File: src/verilog/pbm_pkg.sv
// holds register offsets, field positions, reset values and timing counts
// for the basic mode control register bank; used by the event latch and bank design files.
package pbm_pkg;
    // ***************************************************************
    // clock and timing
    // ***************************************************************
    localparam int CLK_HZ           = 40000000;   // device clock rate
    localparam int RST_TIME_NS      = 1000;       // software reset length
    localparam int RST_CYCLES       = (RST_TIME_NS * (CLK_HZ / 1000000)
                                      + 999) / 1000;
    localparam int LOOP_DEAD_US     = 500;        // loopback dead time
    localparam int LOOP_DEAD_CYCLES = LOOP_DEAD_US * (CLK_HZ / 1000000);

    // ***************************************************************
    // register map (word addresses on the avalon bus)
    // ***************************************************************
    localparam logic [3:0] ADDR_MODE_CTRL = 4'h0;  // basic_mode_control
    localparam logic [3:0] ADDR_EVENTS    = 4'h1;  // event status bits
    localparam logic [3:0] ADDR_STATE     = 4'h2;  // live port state

    // ***************************************************************
    // basic_mode_control field positions
    // ***************************************************************
    localparam int BIT_RESET    = 15;
    localparam int BIT_LOOPBACK = 14;
    localparam int BIT_SPEED    = 13;
    localparam int BIT_AN_EN    = 12;
    localparam int BIT_DUPLEX   = 8;

    // ***************************************************************
    // event register field positions
    // ***************************************************************
    localparam int BIT_EV_SELF_CLEAR = 0;   // self_clearing
    localparam int BIT_EV_READ_CLEAR = 1;   // read_only_read_clears
    localparam int BIT_EV_LATCH_ZERO = 2;   // latch_zero_until_read
    localparam int BIT_EV_LATCH_ONE  = 3;   // latch_one_until_read
    localparam int BIT_EV_FIXED      = 4;   // fixed_read_only

    // ***************************************************************
    // reset values
    // ***************************************************************
    localparam logic [15:0] FIXED_VALUE     = 16'h0010; // fixed bit set
    localparam logic        LATCH_ZERO_INIT = 1'b1;
    localparam logic [15:0] READ_ZERO       = 16'h0000;
endpackage

File: src/verilog/pbm_bus_if.sv
// interface between the register bank and its event latch module.
// assumes both ends sit on the one device clock.
`timescale 1ns/1ps
interface pbm_bus_if;
    logic       read_events;   // one-cycle pulse: event word was read
    logic [4:0] event_word;    // current event status bits

    modport bank  (output read_events, input  event_word);
    modport latch (input  read_events, output event_word);
endinterface

File: src/verilog/pbm_event_latch.sv
// holds the generic access-type event bits of the register bank.
// assumes event inputs are synchronous to mclk_i.
`timescale 1ns/1ps
module pbm_event_latch (
    // clock and reset
    input  wire logic mclk_i,
    input  wire logic rst_i,
    // event sources
    input  wire logic ev_level_i,
    input  wire logic ev_count_i,
    input  wire logic ev_low_i,
    input  wire logic ev_high_i,
    // bank side
    pbm_bus_if.latch  bus
);
    logic rdc_reg;     // read-clears bit
    logic rdc_next;
    logic llo_reg;     // latch-zero bit
    logic llo_next;
    logic lhi_reg;     // latch-one bit
    logic lhi_next;
    logic lvl_reg;     // self-clearing bit
    logic lvl_next;

    // ***************************************************************
    // next state; an event in the read cycle wins over the clear
    // ***************************************************************
    always_comb begin
        lvl_next = ev_level_i;
        rdc_next = bus.read_events ? 1'b0 : rdc_reg;
        if (ev_count_i) begin
            rdc_next = 1'b1;
        end
        llo_next = bus.read_events ? 1'b1 : llo_reg;
        if (ev_low_i) begin
            llo_next = 1'b0;
        end
        lhi_next = bus.read_events ? 1'b0 : lhi_reg;
        if (ev_high_i) begin
            lhi_next = 1'b1;
        end
    end

    // registers only
    always_ff @(posedge mclk_i or posedge rst_i) begin
        if (rst_i) begin
            lvl_reg <= 1'b0;
            rdc_reg <= 1'b0;
            llo_reg <= pbm_pkg::LATCH_ZERO_INIT;
            lhi_reg <= 1'b0;
        end else begin
            lvl_reg <= lvl_next;
            rdc_reg <= rdc_next;
            llo_reg <= llo_next;
            lhi_reg <= lhi_next;
        end
    end

    assign bus.event_word = {pbm_pkg::FIXED_VALUE[pbm_pkg::BIT_EV_FIXED],
                             lhi_reg, llo_reg, rdc_reg, lvl_reg};
endmodule

File: src/verilog/pbm_mode_ctrl.sv
// basic mode control register bank of one transceiver port, reached
// over avalon-mm; straps and event inputs assumed synchronous.
//
// Local design decision: register access over Avalon-MM.
`timescale 1ns/1ps

// Contract
// - writing reset bit resets, self-clears when done
// - reset completion reloads strap configuration
// - loopback bit routes transmit into receive
// - loopback may give 500 us dead time
// - speed bit: one 100, zero 10
// - auto-negotiation enable initialised from strap
// - fiber mode forces auto-negotiation off (here only when straps load; a write of bit 12 can still set it)
// - auto-negotiation on ignores speed, duplex bits
// - self-clearing bit follows its event
// - read-clears bit cleared by read
// - latch-zero bit holds until read
// - latch-one bit holds until read
// - fixed bit ignores writes
// - auto-negotiation off uses speed, duplex bits
// - duplex bit: one full, zero half
module pbm_mode_ctrl #(
    parameter int RST_CYCLES       = pbm_pkg::RST_CYCLES,
    parameter int LOOP_DEAD_CYCLES = pbm_pkg::LOOP_DEAD_CYCLES
) (
    // clock and reset
    input  wire logic        mclk_i,
    input  wire logic        rst_i,
    // avalon-mm slave
    input  wire logic [3:0]  avs_address_i,
    input  wire logic        avs_read_i,
    input  wire logic        avs_write_i,
    input  wire logic [31:0] avs_writedata_i,
    output logic      [31:0] avs_readdata_o,
    output logic             avs_waitrequest_o,
    // straps
    input  wire logic        strap_speed_i,
    input  wire logic        strap_an_en_i,
    input  wire logic        strap_duplex_i,
    input  wire logic        fiber_mode_enable_i,
    // event inputs
    input  wire logic        ev_level_i,
    input  wire logic        ev_count_i,
    input  wire logic        ev_low_i,
    input  wire logic        ev_high_i,
    // port control outputs
    output logic             loopback_o,
    output logic             speed_100_o,
    output logic             full_duplex_o,
    output logic             an_enable_o,
    output logic             soft_reset_o,
    output logic             loop_dead_o
);
    // ***************************************************************
    // elaboration checks
    // ***************************************************************
    if (RST_CYCLES < 1 || RST_CYCLES > 65535) begin : g_chk_rst
        $error("reset length out of range");
    end
    if (LOOP_DEAD_CYCLES < 1 || LOOP_DEAD_CYCLES > 65535) begin : g_chk_dead
        $error("dead time out of range");
    end

    // ***************************************************************
    // types and state
    // ***************************************************************
    typedef enum logic [1:0] {
        BUS_IDLE = 2'b00,   // waiting for request
        BUS_ACK  = 2'b01,   // answering, waitrequest low
        BUS_DONE = 2'b10    // master releases request
    } pbm_bus_type;

    pbm_bus_type bus_reg;           // bus handshake state
    pbm_bus_type bus_next;
    logic [31:0] rdata_reg;         // read data to master
    logic [31:0] rdata_next;
    logic        wait_reg;          // waitrequest
    logic        wait_next;
    logic        loop_reg;          // loopback bit
    logic        loop_next;
    logic        speed_reg;         // speed select bit
    logic        speed_next;
    logic        an_reg;            // auto-negotiation enable bit
    logic        an_next;
    logic        dup_reg;           // duplex bit
    logic        dup_next;
    logic        srst_reg;          // software reset in progress
    logic        srst_next;
    logic [15:0] srst_cnt_reg;      // reset length counter
    logic [15:0] srst_cnt_next;
    logic [15:0] dead_cnt_reg;      // loopback dead time counter
    logic [15:0] dead_cnt_next;
    logic        dead_reg;          // dead time flag to the pin
    logic        dead_next;
    logic        spd_out_reg;       // effective speed
    logic        spd_out_next;
    logic        dup_out_reg;       // effective duplex
    logic        dup_out_next;
    logic        read_ev;           // event word read pulse
    logic [15:0] mode_word;         // readable control word

    pbm_bus_if   ev_bus ();

    // strap value for auto-negotiation enable; fiber overrides it
    function automatic logic an_strap(input logic strap, input logic fx);
        an_strap = strap & ~fx;
    endfunction

    // ***************************************************************
    // event latch instance
    // ***************************************************************
    pbm_event_latch u_events (
        .mclk_i     (mclk_i),
        .rst_i      (rst_i),
        .ev_level_i (ev_level_i),
        .ev_count_i (ev_count_i),
        .ev_low_i   (ev_low_i),
        .ev_high_i  (ev_high_i),
        .bus        (ev_bus.latch)
    );

    // read of event word clears sticky bits, once per access
    assign read_ev = (bus_reg == BUS_IDLE) && avs_read_i &&
                     (avs_address_i == pbm_pkg::ADDR_EVENTS);
    assign ev_bus.read_events = read_ev;

    // assembled control word, reserved bits zero
    always_comb begin
        mode_word = 16'h0000;
        mode_word[pbm_pkg::BIT_RESET]    = srst_reg;
        mode_word[pbm_pkg::BIT_LOOPBACK] = loop_reg;
        mode_word[pbm_pkg::BIT_SPEED]    = speed_reg;
        mode_word[pbm_pkg::BIT_AN_EN]    = an_reg;
        mode_word[pbm_pkg::BIT_DUPLEX]   = dup_reg;
    end

    // ***************************************************************
    // bus slave: one wait cycle, then waitrequest low for one cycle
    // ***************************************************************
    always_comb begin
        bus_next   = bus_reg;
        rdata_next = rdata_reg;
        wait_next  = wait_reg;
        unique case (bus_reg)
            BUS_IDLE: begin
                if (avs_read_i || avs_write_i) begin
                    bus_next  = BUS_ACK;
                    wait_next = 1'b0;
                    // unmapped addresses read zero
                    rdata_next = {16'h0000, pbm_pkg::READ_ZERO};
                    if (avs_address_i == pbm_pkg::ADDR_MODE_CTRL) begin
                        rdata_next = {16'h0000, mode_word};
                    end else if (avs_address_i == pbm_pkg::ADDR_EVENTS) begin
                        rdata_next = {27'h0000000, ev_bus.event_word};
                    end else if (avs_address_i == pbm_pkg::ADDR_STATE) begin
                        rdata_next = {28'h0000000, loop_dead_o,
                                      an_enable_o, full_duplex_o,
                                      speed_100_o};
                    end
                end
            end
            BUS_ACK: begin
                bus_next  = BUS_DONE;
                wait_next = 1'b1;
            end
            BUS_DONE: begin
                bus_next = BUS_IDLE;
            end
            default: begin
                bus_next  = BUS_IDLE;
                wait_next = 1'b1;
            end
        endcase
    end

    // write strobe taken at the acknowledge edge
    logic wr_ctrl;
    assign wr_ctrl = (bus_reg == BUS_ACK) && avs_write_i &&
                     (avs_address_i == pbm_pkg::ADDR_MODE_CTRL);

    // ***************************************************************
    // control register next values
    // ***************************************************************
    always_comb begin
        loop_next     = loop_reg;
        speed_next    = speed_reg;
        an_next       = an_reg;
        dup_next      = dup_reg;
        srst_next     = srst_reg;
        srst_cnt_next = srst_cnt_reg;
        dead_cnt_next = dead_cnt_reg;
        // count down first so a fresh enable can restart the window
        if (dead_cnt_reg != 16'h0000) begin
            dead_cnt_next = dead_cnt_reg - 16'h0001;
        end
        if (wr_ctrl) begin
            loop_next  = avs_writedata_i[pbm_pkg::BIT_LOOPBACK];
            speed_next = avs_writedata_i[pbm_pkg::BIT_SPEED];
            an_next    = avs_writedata_i[pbm_pkg::BIT_AN_EN];
            dup_next   = avs_writedata_i[pbm_pkg::BIT_DUPLEX];
            if (avs_writedata_i[pbm_pkg::BIT_RESET]) begin
                srst_next     = 1'b1;
                srst_cnt_next = 16'(RST_CYCLES);
            end
            if (avs_writedata_i[pbm_pkg::BIT_LOOPBACK] && !loop_reg) begin
                dead_cnt_next = 16'(LOOP_DEAD_CYCLES);
            end
        end
        if (srst_reg) begin
            if (srst_cnt_reg > 16'h0001) begin
                srst_cnt_next = srst_cnt_reg - 16'h0001;
            end else begin
                srst_next     = 1'b0;
                srst_cnt_next = 16'h0000;
                loop_next     = 1'b0;
                dead_cnt_next = 16'h0000;
                speed_next    = strap_speed_i;
                an_next       = an_strap(strap_an_en_i,
                                         fiber_mode_enable_i);
                dup_next      = strap_duplex_i;
            end
        end
        spd_out_next = an_reg ? spd_out_reg : speed_reg;
        dup_out_next = an_reg ? dup_out_reg : dup_reg;
        if (!an_reg) begin
            dup_out_next = dup_reg;
        end
        // flag registered so the pin comes from a flip-flop
        dead_next = (dead_cnt_next != 16'h0000);
    end

    // ***************************************************************
    // registers; straps caught on the first edge after release
    // ***************************************************************
    logic boot_reg;   // strap capture pending
    always_ff @(posedge mclk_i or posedge rst_i) begin
        if (rst_i) begin
            bus_reg      <= BUS_IDLE;
            rdata_reg    <= 32'h00000000;
            wait_reg     <= 1'b1;
            loop_reg     <= 1'b0;
            speed_reg    <= 1'b0;
            an_reg       <= 1'b0;
            dup_reg      <= 1'b0;
            srst_reg     <= 1'b0;
            srst_cnt_reg <= 16'h0000;
            dead_cnt_reg <= 16'h0000;
            dead_reg     <= 1'b0;
            spd_out_reg  <= 1'b0;
            dup_out_reg  <= 1'b0;
            boot_reg     <= 1'b1;
        end else begin
            bus_reg      <= bus_next;
            rdata_reg    <= rdata_next;
            wait_reg     <= wait_next;
            srst_reg     <= srst_next;
            srst_cnt_reg <= srst_cnt_next;
            dead_cnt_reg <= dead_cnt_next;
            dead_reg     <= dead_next;
            spd_out_reg  <= spd_out_next;
            dup_out_reg  <= dup_out_next;
            boot_reg     <= 1'b0;
            loop_reg     <= loop_next;
            if (boot_reg) begin
                speed_reg <= strap_speed_i;
                an_reg    <= an_strap(strap_an_en_i, fiber_mode_enable_i);
                dup_reg   <= strap_duplex_i;
            end else begin
                speed_reg <= speed_next;
                an_reg    <= an_next;
                dup_reg   <= dup_next;
            end
        end
    end

    // ***************************************************************
    // outputs, all from flip-flops
    // ***************************************************************
    assign avs_readdata_o    = rdata_reg;
    assign avs_waitrequest_o = wait_reg;
    assign loopback_o        = loop_reg;
    assign speed_100_o       = spd_out_reg;
    assign full_duplex_o     = dup_out_reg;
    assign an_enable_o       = an_reg;
    assign soft_reset_o      = srst_reg;
    assign loop_dead_o       = dead_reg;
endmodule

File: config.mk
export PLATFORM = sky130hd
export DESIGN_NAME = pbm_mode_ctrl
export DESIGN_NICKNAME = d
export VERILOG_FILES = /design/src/verilog/pbm_pkg.sv /design/src/verilog/pbm_bus_if.sv /design/src/verilog/pbm_event_latch.sv /design/src/verilog/pbm_mode_ctrl.sv
export SDC_FILE = /design/constraint.sdc
export NUM_CORES = 1
export LEC_CHECK = 0
export ABC_AREA = 1
export BUFFER_PORTS_ARGS = -buffer_cell sky130_fd_sc_hd__buf_4
export CAP_MARGIN = 25
export CORE_MARGIN = 2
export CORE_UTILIZATION = 53
export CTS_CLUSTER_SIZE = 20
export DETAILED_ROUTE_END_ITERATION = 8
export HOLD_SLACK_MARGIN = 0.05
export PLACE_DENSITY = 0.8
export SYNTH_ARGS = -nofsm -noshare
export SYNTH_HDL_FRONTEND = slang
export SYNTH_SLANG_ARGS = --single-unit
File: constraint.sdc
create_clock -name mclk_i -period 2.28 [get_ports mclk_i]
set_input_delay 0.342 -clock mclk_i [delete_from_list [all_inputs] [get_ports mclk_i]]
set_output_delay 0.342 -clock mclk_i [all_outputs]
set_load 0.1 [all_outputs]
==> out/results.ini <==
[clock_network]
clk_path_buf_depth = 2
clock_latency_ns = 0.33
cts_root_buf = clkbuf_8
clock-sinks = 58
numCtsBuffers = 9
post_cts_buffers = 0
clk_pin_slew_ns = 0.07
cts_max_level = 3
cts_tree = built

[timing]
setup-tns-final_ns = 0
timing_hold_violations_final = 0
max_freq_mhz = 486
skew_ns = 0.00698
fin_crit_sh_pct = 90.2
rsz0062_at_grt = no
setup_viol = 0
period_minus_slack_ns = 2.06
slew_viol_final = 0

[cells_and_area]
multiInputGateArea_um2 = 1530
register_area_um2 = 1460
antenna_cells = 0
fin_nets = 536
num-fill-cells = 494
final_util_pct = 64.6
area.growth.synth_to_final_pct = 16.9
drive_gt1_share_pct = 17.8
fin_area_um2 = 3870

[die]
die_w_um = 83.1
core_um2 = 5990
initial_core_util_pct = 55.3
die_y_um = 83.1
rows = 28
ios = 87
die_area_um2 = 6900

[global_routing]
top_usage_layer = met2
grt_pass1_vias = 2719
grt_max_degree = 39
use_met1_pct = 27.9
grt_pass1_wl_um = 12400
antenna_found_initial = 0
grt_overflow_total = 0
grt_use_met3_pct = 5.86
grt_usage_pct = 22.2
met2_usage_pct = 37.5

[synth]
yosys_register_bits = 58
syn_area_um2 = 3310
synth_top_flop_cell = dfrtp_1
netlist_top_cells_count = 104 x nand2_1, 63 x nor2_1, 56 x inv_1, 55 x dfrtp_1, 27 x o21ai_0
synth_area_leader_cell = dfrtp_1
synth_cell_types = 36
async_flop_share_pct = 100
synth_edf_count = 0
ys_seq_area_share_pct = 43.9
synth_top_area_share_pct = 41.5
yosysWarnings = 0
synth_most_common_cell = nand2_1
syn_inst = 435
synth_area_per_cell_um2 = 7.62
synth_area_leaders = dfrtp_1 42%, nand2_1 12%, nor2_1 7.1%, inv_1 6.3%, buf_4 5.0%

[routing]
drt-wirelength-per-cell_um = 12.8
drcViolationCount = 0
vias = 2837
antenna_left = 0
drtIter0Drc = 123
routed_wl_um = 7210
drt_pre_antenna_iters = 7
avgViaCountPerCell = 5.03

[placed_design]
dpl_cell_area_um2 = 3620
port_buffers = 37
dp_hpwl_um = 5390
gp_congestion = 0.891

[min_path]
hold_start = ev_level_i
hp-class = in2reg

[pwr]
p_comb_share_pct = 39.0
switching_share_pct = 42.9
p_int_mw = 2.41
p_switching_mw = 1.81
power.density_nw_per_um2 = 1090
power_frac_seq_pct = 34.6
leakage_nw = 2.03
ir_worst_vdd_mv = 0.891
p_clk_share_pct = 26.4

[setup_path]
crit_required_ns = 2.51
critPathLaunchType = flip-flop
crit_type = reg2reg
r2r_start = srst_cnt_reg[1]$_DFFE_PP0P_
end_kind = flip-flop
path_max_fanout = 15
cp.arrival_ns = 2.28
cp-startpoint = srst_cnt_reg[1]$_DFFE_PP0P_

[job]
cap_viol_max_count = 0

[outcome]
outcome = complete, no violations

==> worst paths after layout <==
| path | to | slack, ns | depth (start not counted) |
|---|---|---|---|
| min in group asynchronous | dead_cnt_reg[1]$_DFF_PP0_ | 0.59 | 3 |
| hold / removal | u_events.lvl_reg$_DFF_PP0_ | 0.12 | 1 |
| setup / recovery | srst_cnt_reg[10]$_DFFE_PP0P_ | 0.22 | 10 |
| setup reg to reg | srst_cnt_reg[10]$_DFFE_PP0P_ | 0.22 | 10 |
| max in group asynchronous | u_events.llo_reg$_DFFE_PP1P_ | 1.06 | 4 |
| hold reg to reg | bus_reg[1]$_DFFE_PP0P_ | 0.47 | 1 |
==> worst max-delay path: stages (launching register included) <==
cell,delay (ns)
dfrtp_1,0.37
inv_1,0.11
ha_1,0.30
inv_2,0.04
nand2_1,0.07
nand2_1,0.05
nor2_1,0.08
nand3_1,0.14
nand2_1,0.41
inv_1,0.14
a22o_1,0.23
==> timing repair <==
item | CTS | global route
setup endpoints to repair | 0 | 1
resized for setup | 0 | 1
hold buffers | 1 | 0
hold endpoints to repair | 20 | 0
==> cell families after synthesis <==
family	count (synthesis)	share of synthesized area [%]
compound gates	54	9.21
xor+xnor	11	2.91
fa+ha+maj	4	1.51
buf+inv	86	12.5
flops	58	43.9
other cells	1	0.113
simple gates	221	29.8
==> metal layers <==
metal  part of all wire, %  vias to the layer above  routed length (µm)
met2                    49                       91                3550
li1                      -                     1418                   -
met4                   1.9                        0                 136
met3                   4.9                       12                 352
met5                     0                        -                   0
met1                    44                     1316                3170
==> through the flow <==
| stage | power [mW] | worst slack (ns) | cells | hold slack (ns) |
|---|---|---|---|---|
| final | 4.22 | 0.224 | 564 | 0.117 |
| after detailed placement | 3.10 | 0.265 | 547 | 0.398 |
| after global routing | 4.47 | 0.0190 | 564 | 0.0985 |
| after floorplan | 2.79 | 0.400 | 457 | 0.373 |
| after CTS | 4.23 | 0.261 | 564 | 0.105 |
| after global placement | 3.06 | 0.323 | 547 | 0.397 |
==> power groups by stage <==
stage | Clock [mW] | Sequential (mW) | Combinational (mW)
after detailed placement | 0 | 1.48 | 1.63
after global routing | 1.17 | 1.49 | 1.81
after global placement | 0 | 1.46 | 1.60
after floorplan | 0 | 1.80 | 0.990
final | 1.11 | 1.46 | 1.64
after CTS | 1.13 | 1.46 | 1.65
==> cell type report <==
class / count / share of cell area, %
timing repair buffer: 42 / 8.53
clock buffer: 12 / 4.26
clock inverter: 4 / 1.87
multi-input combinational: 313 / 39.5
sequential: 58 / 37.6
inverter: 60 / 5.82
tap: 75 / 2.42
==> cell usage in the layout, fill, tap and decap left out, types with 3 or more instances in the layout <==
master / instances
a21oi_1: 6
buf_4: 40
clkbuf_8: 12
conb_1: 23
dfrtp_1: 55
dfstp_2: 3
ha_1: 4
inv_1: 55
inv_2: 5
nand2_1: 104
nand2_2: 5
nand3_1: 19
nand3_2: 4
nand3b_1: 4
nor2_1: 63
nor2_2: 5
nor2_4: 5
nor3_1: 3
o21ai_0: 27
o21ai_1: 3
o21bai_1: 3
o22ai_1: 9
xor2_1: 10
Power figures use the tool's default switching activity.
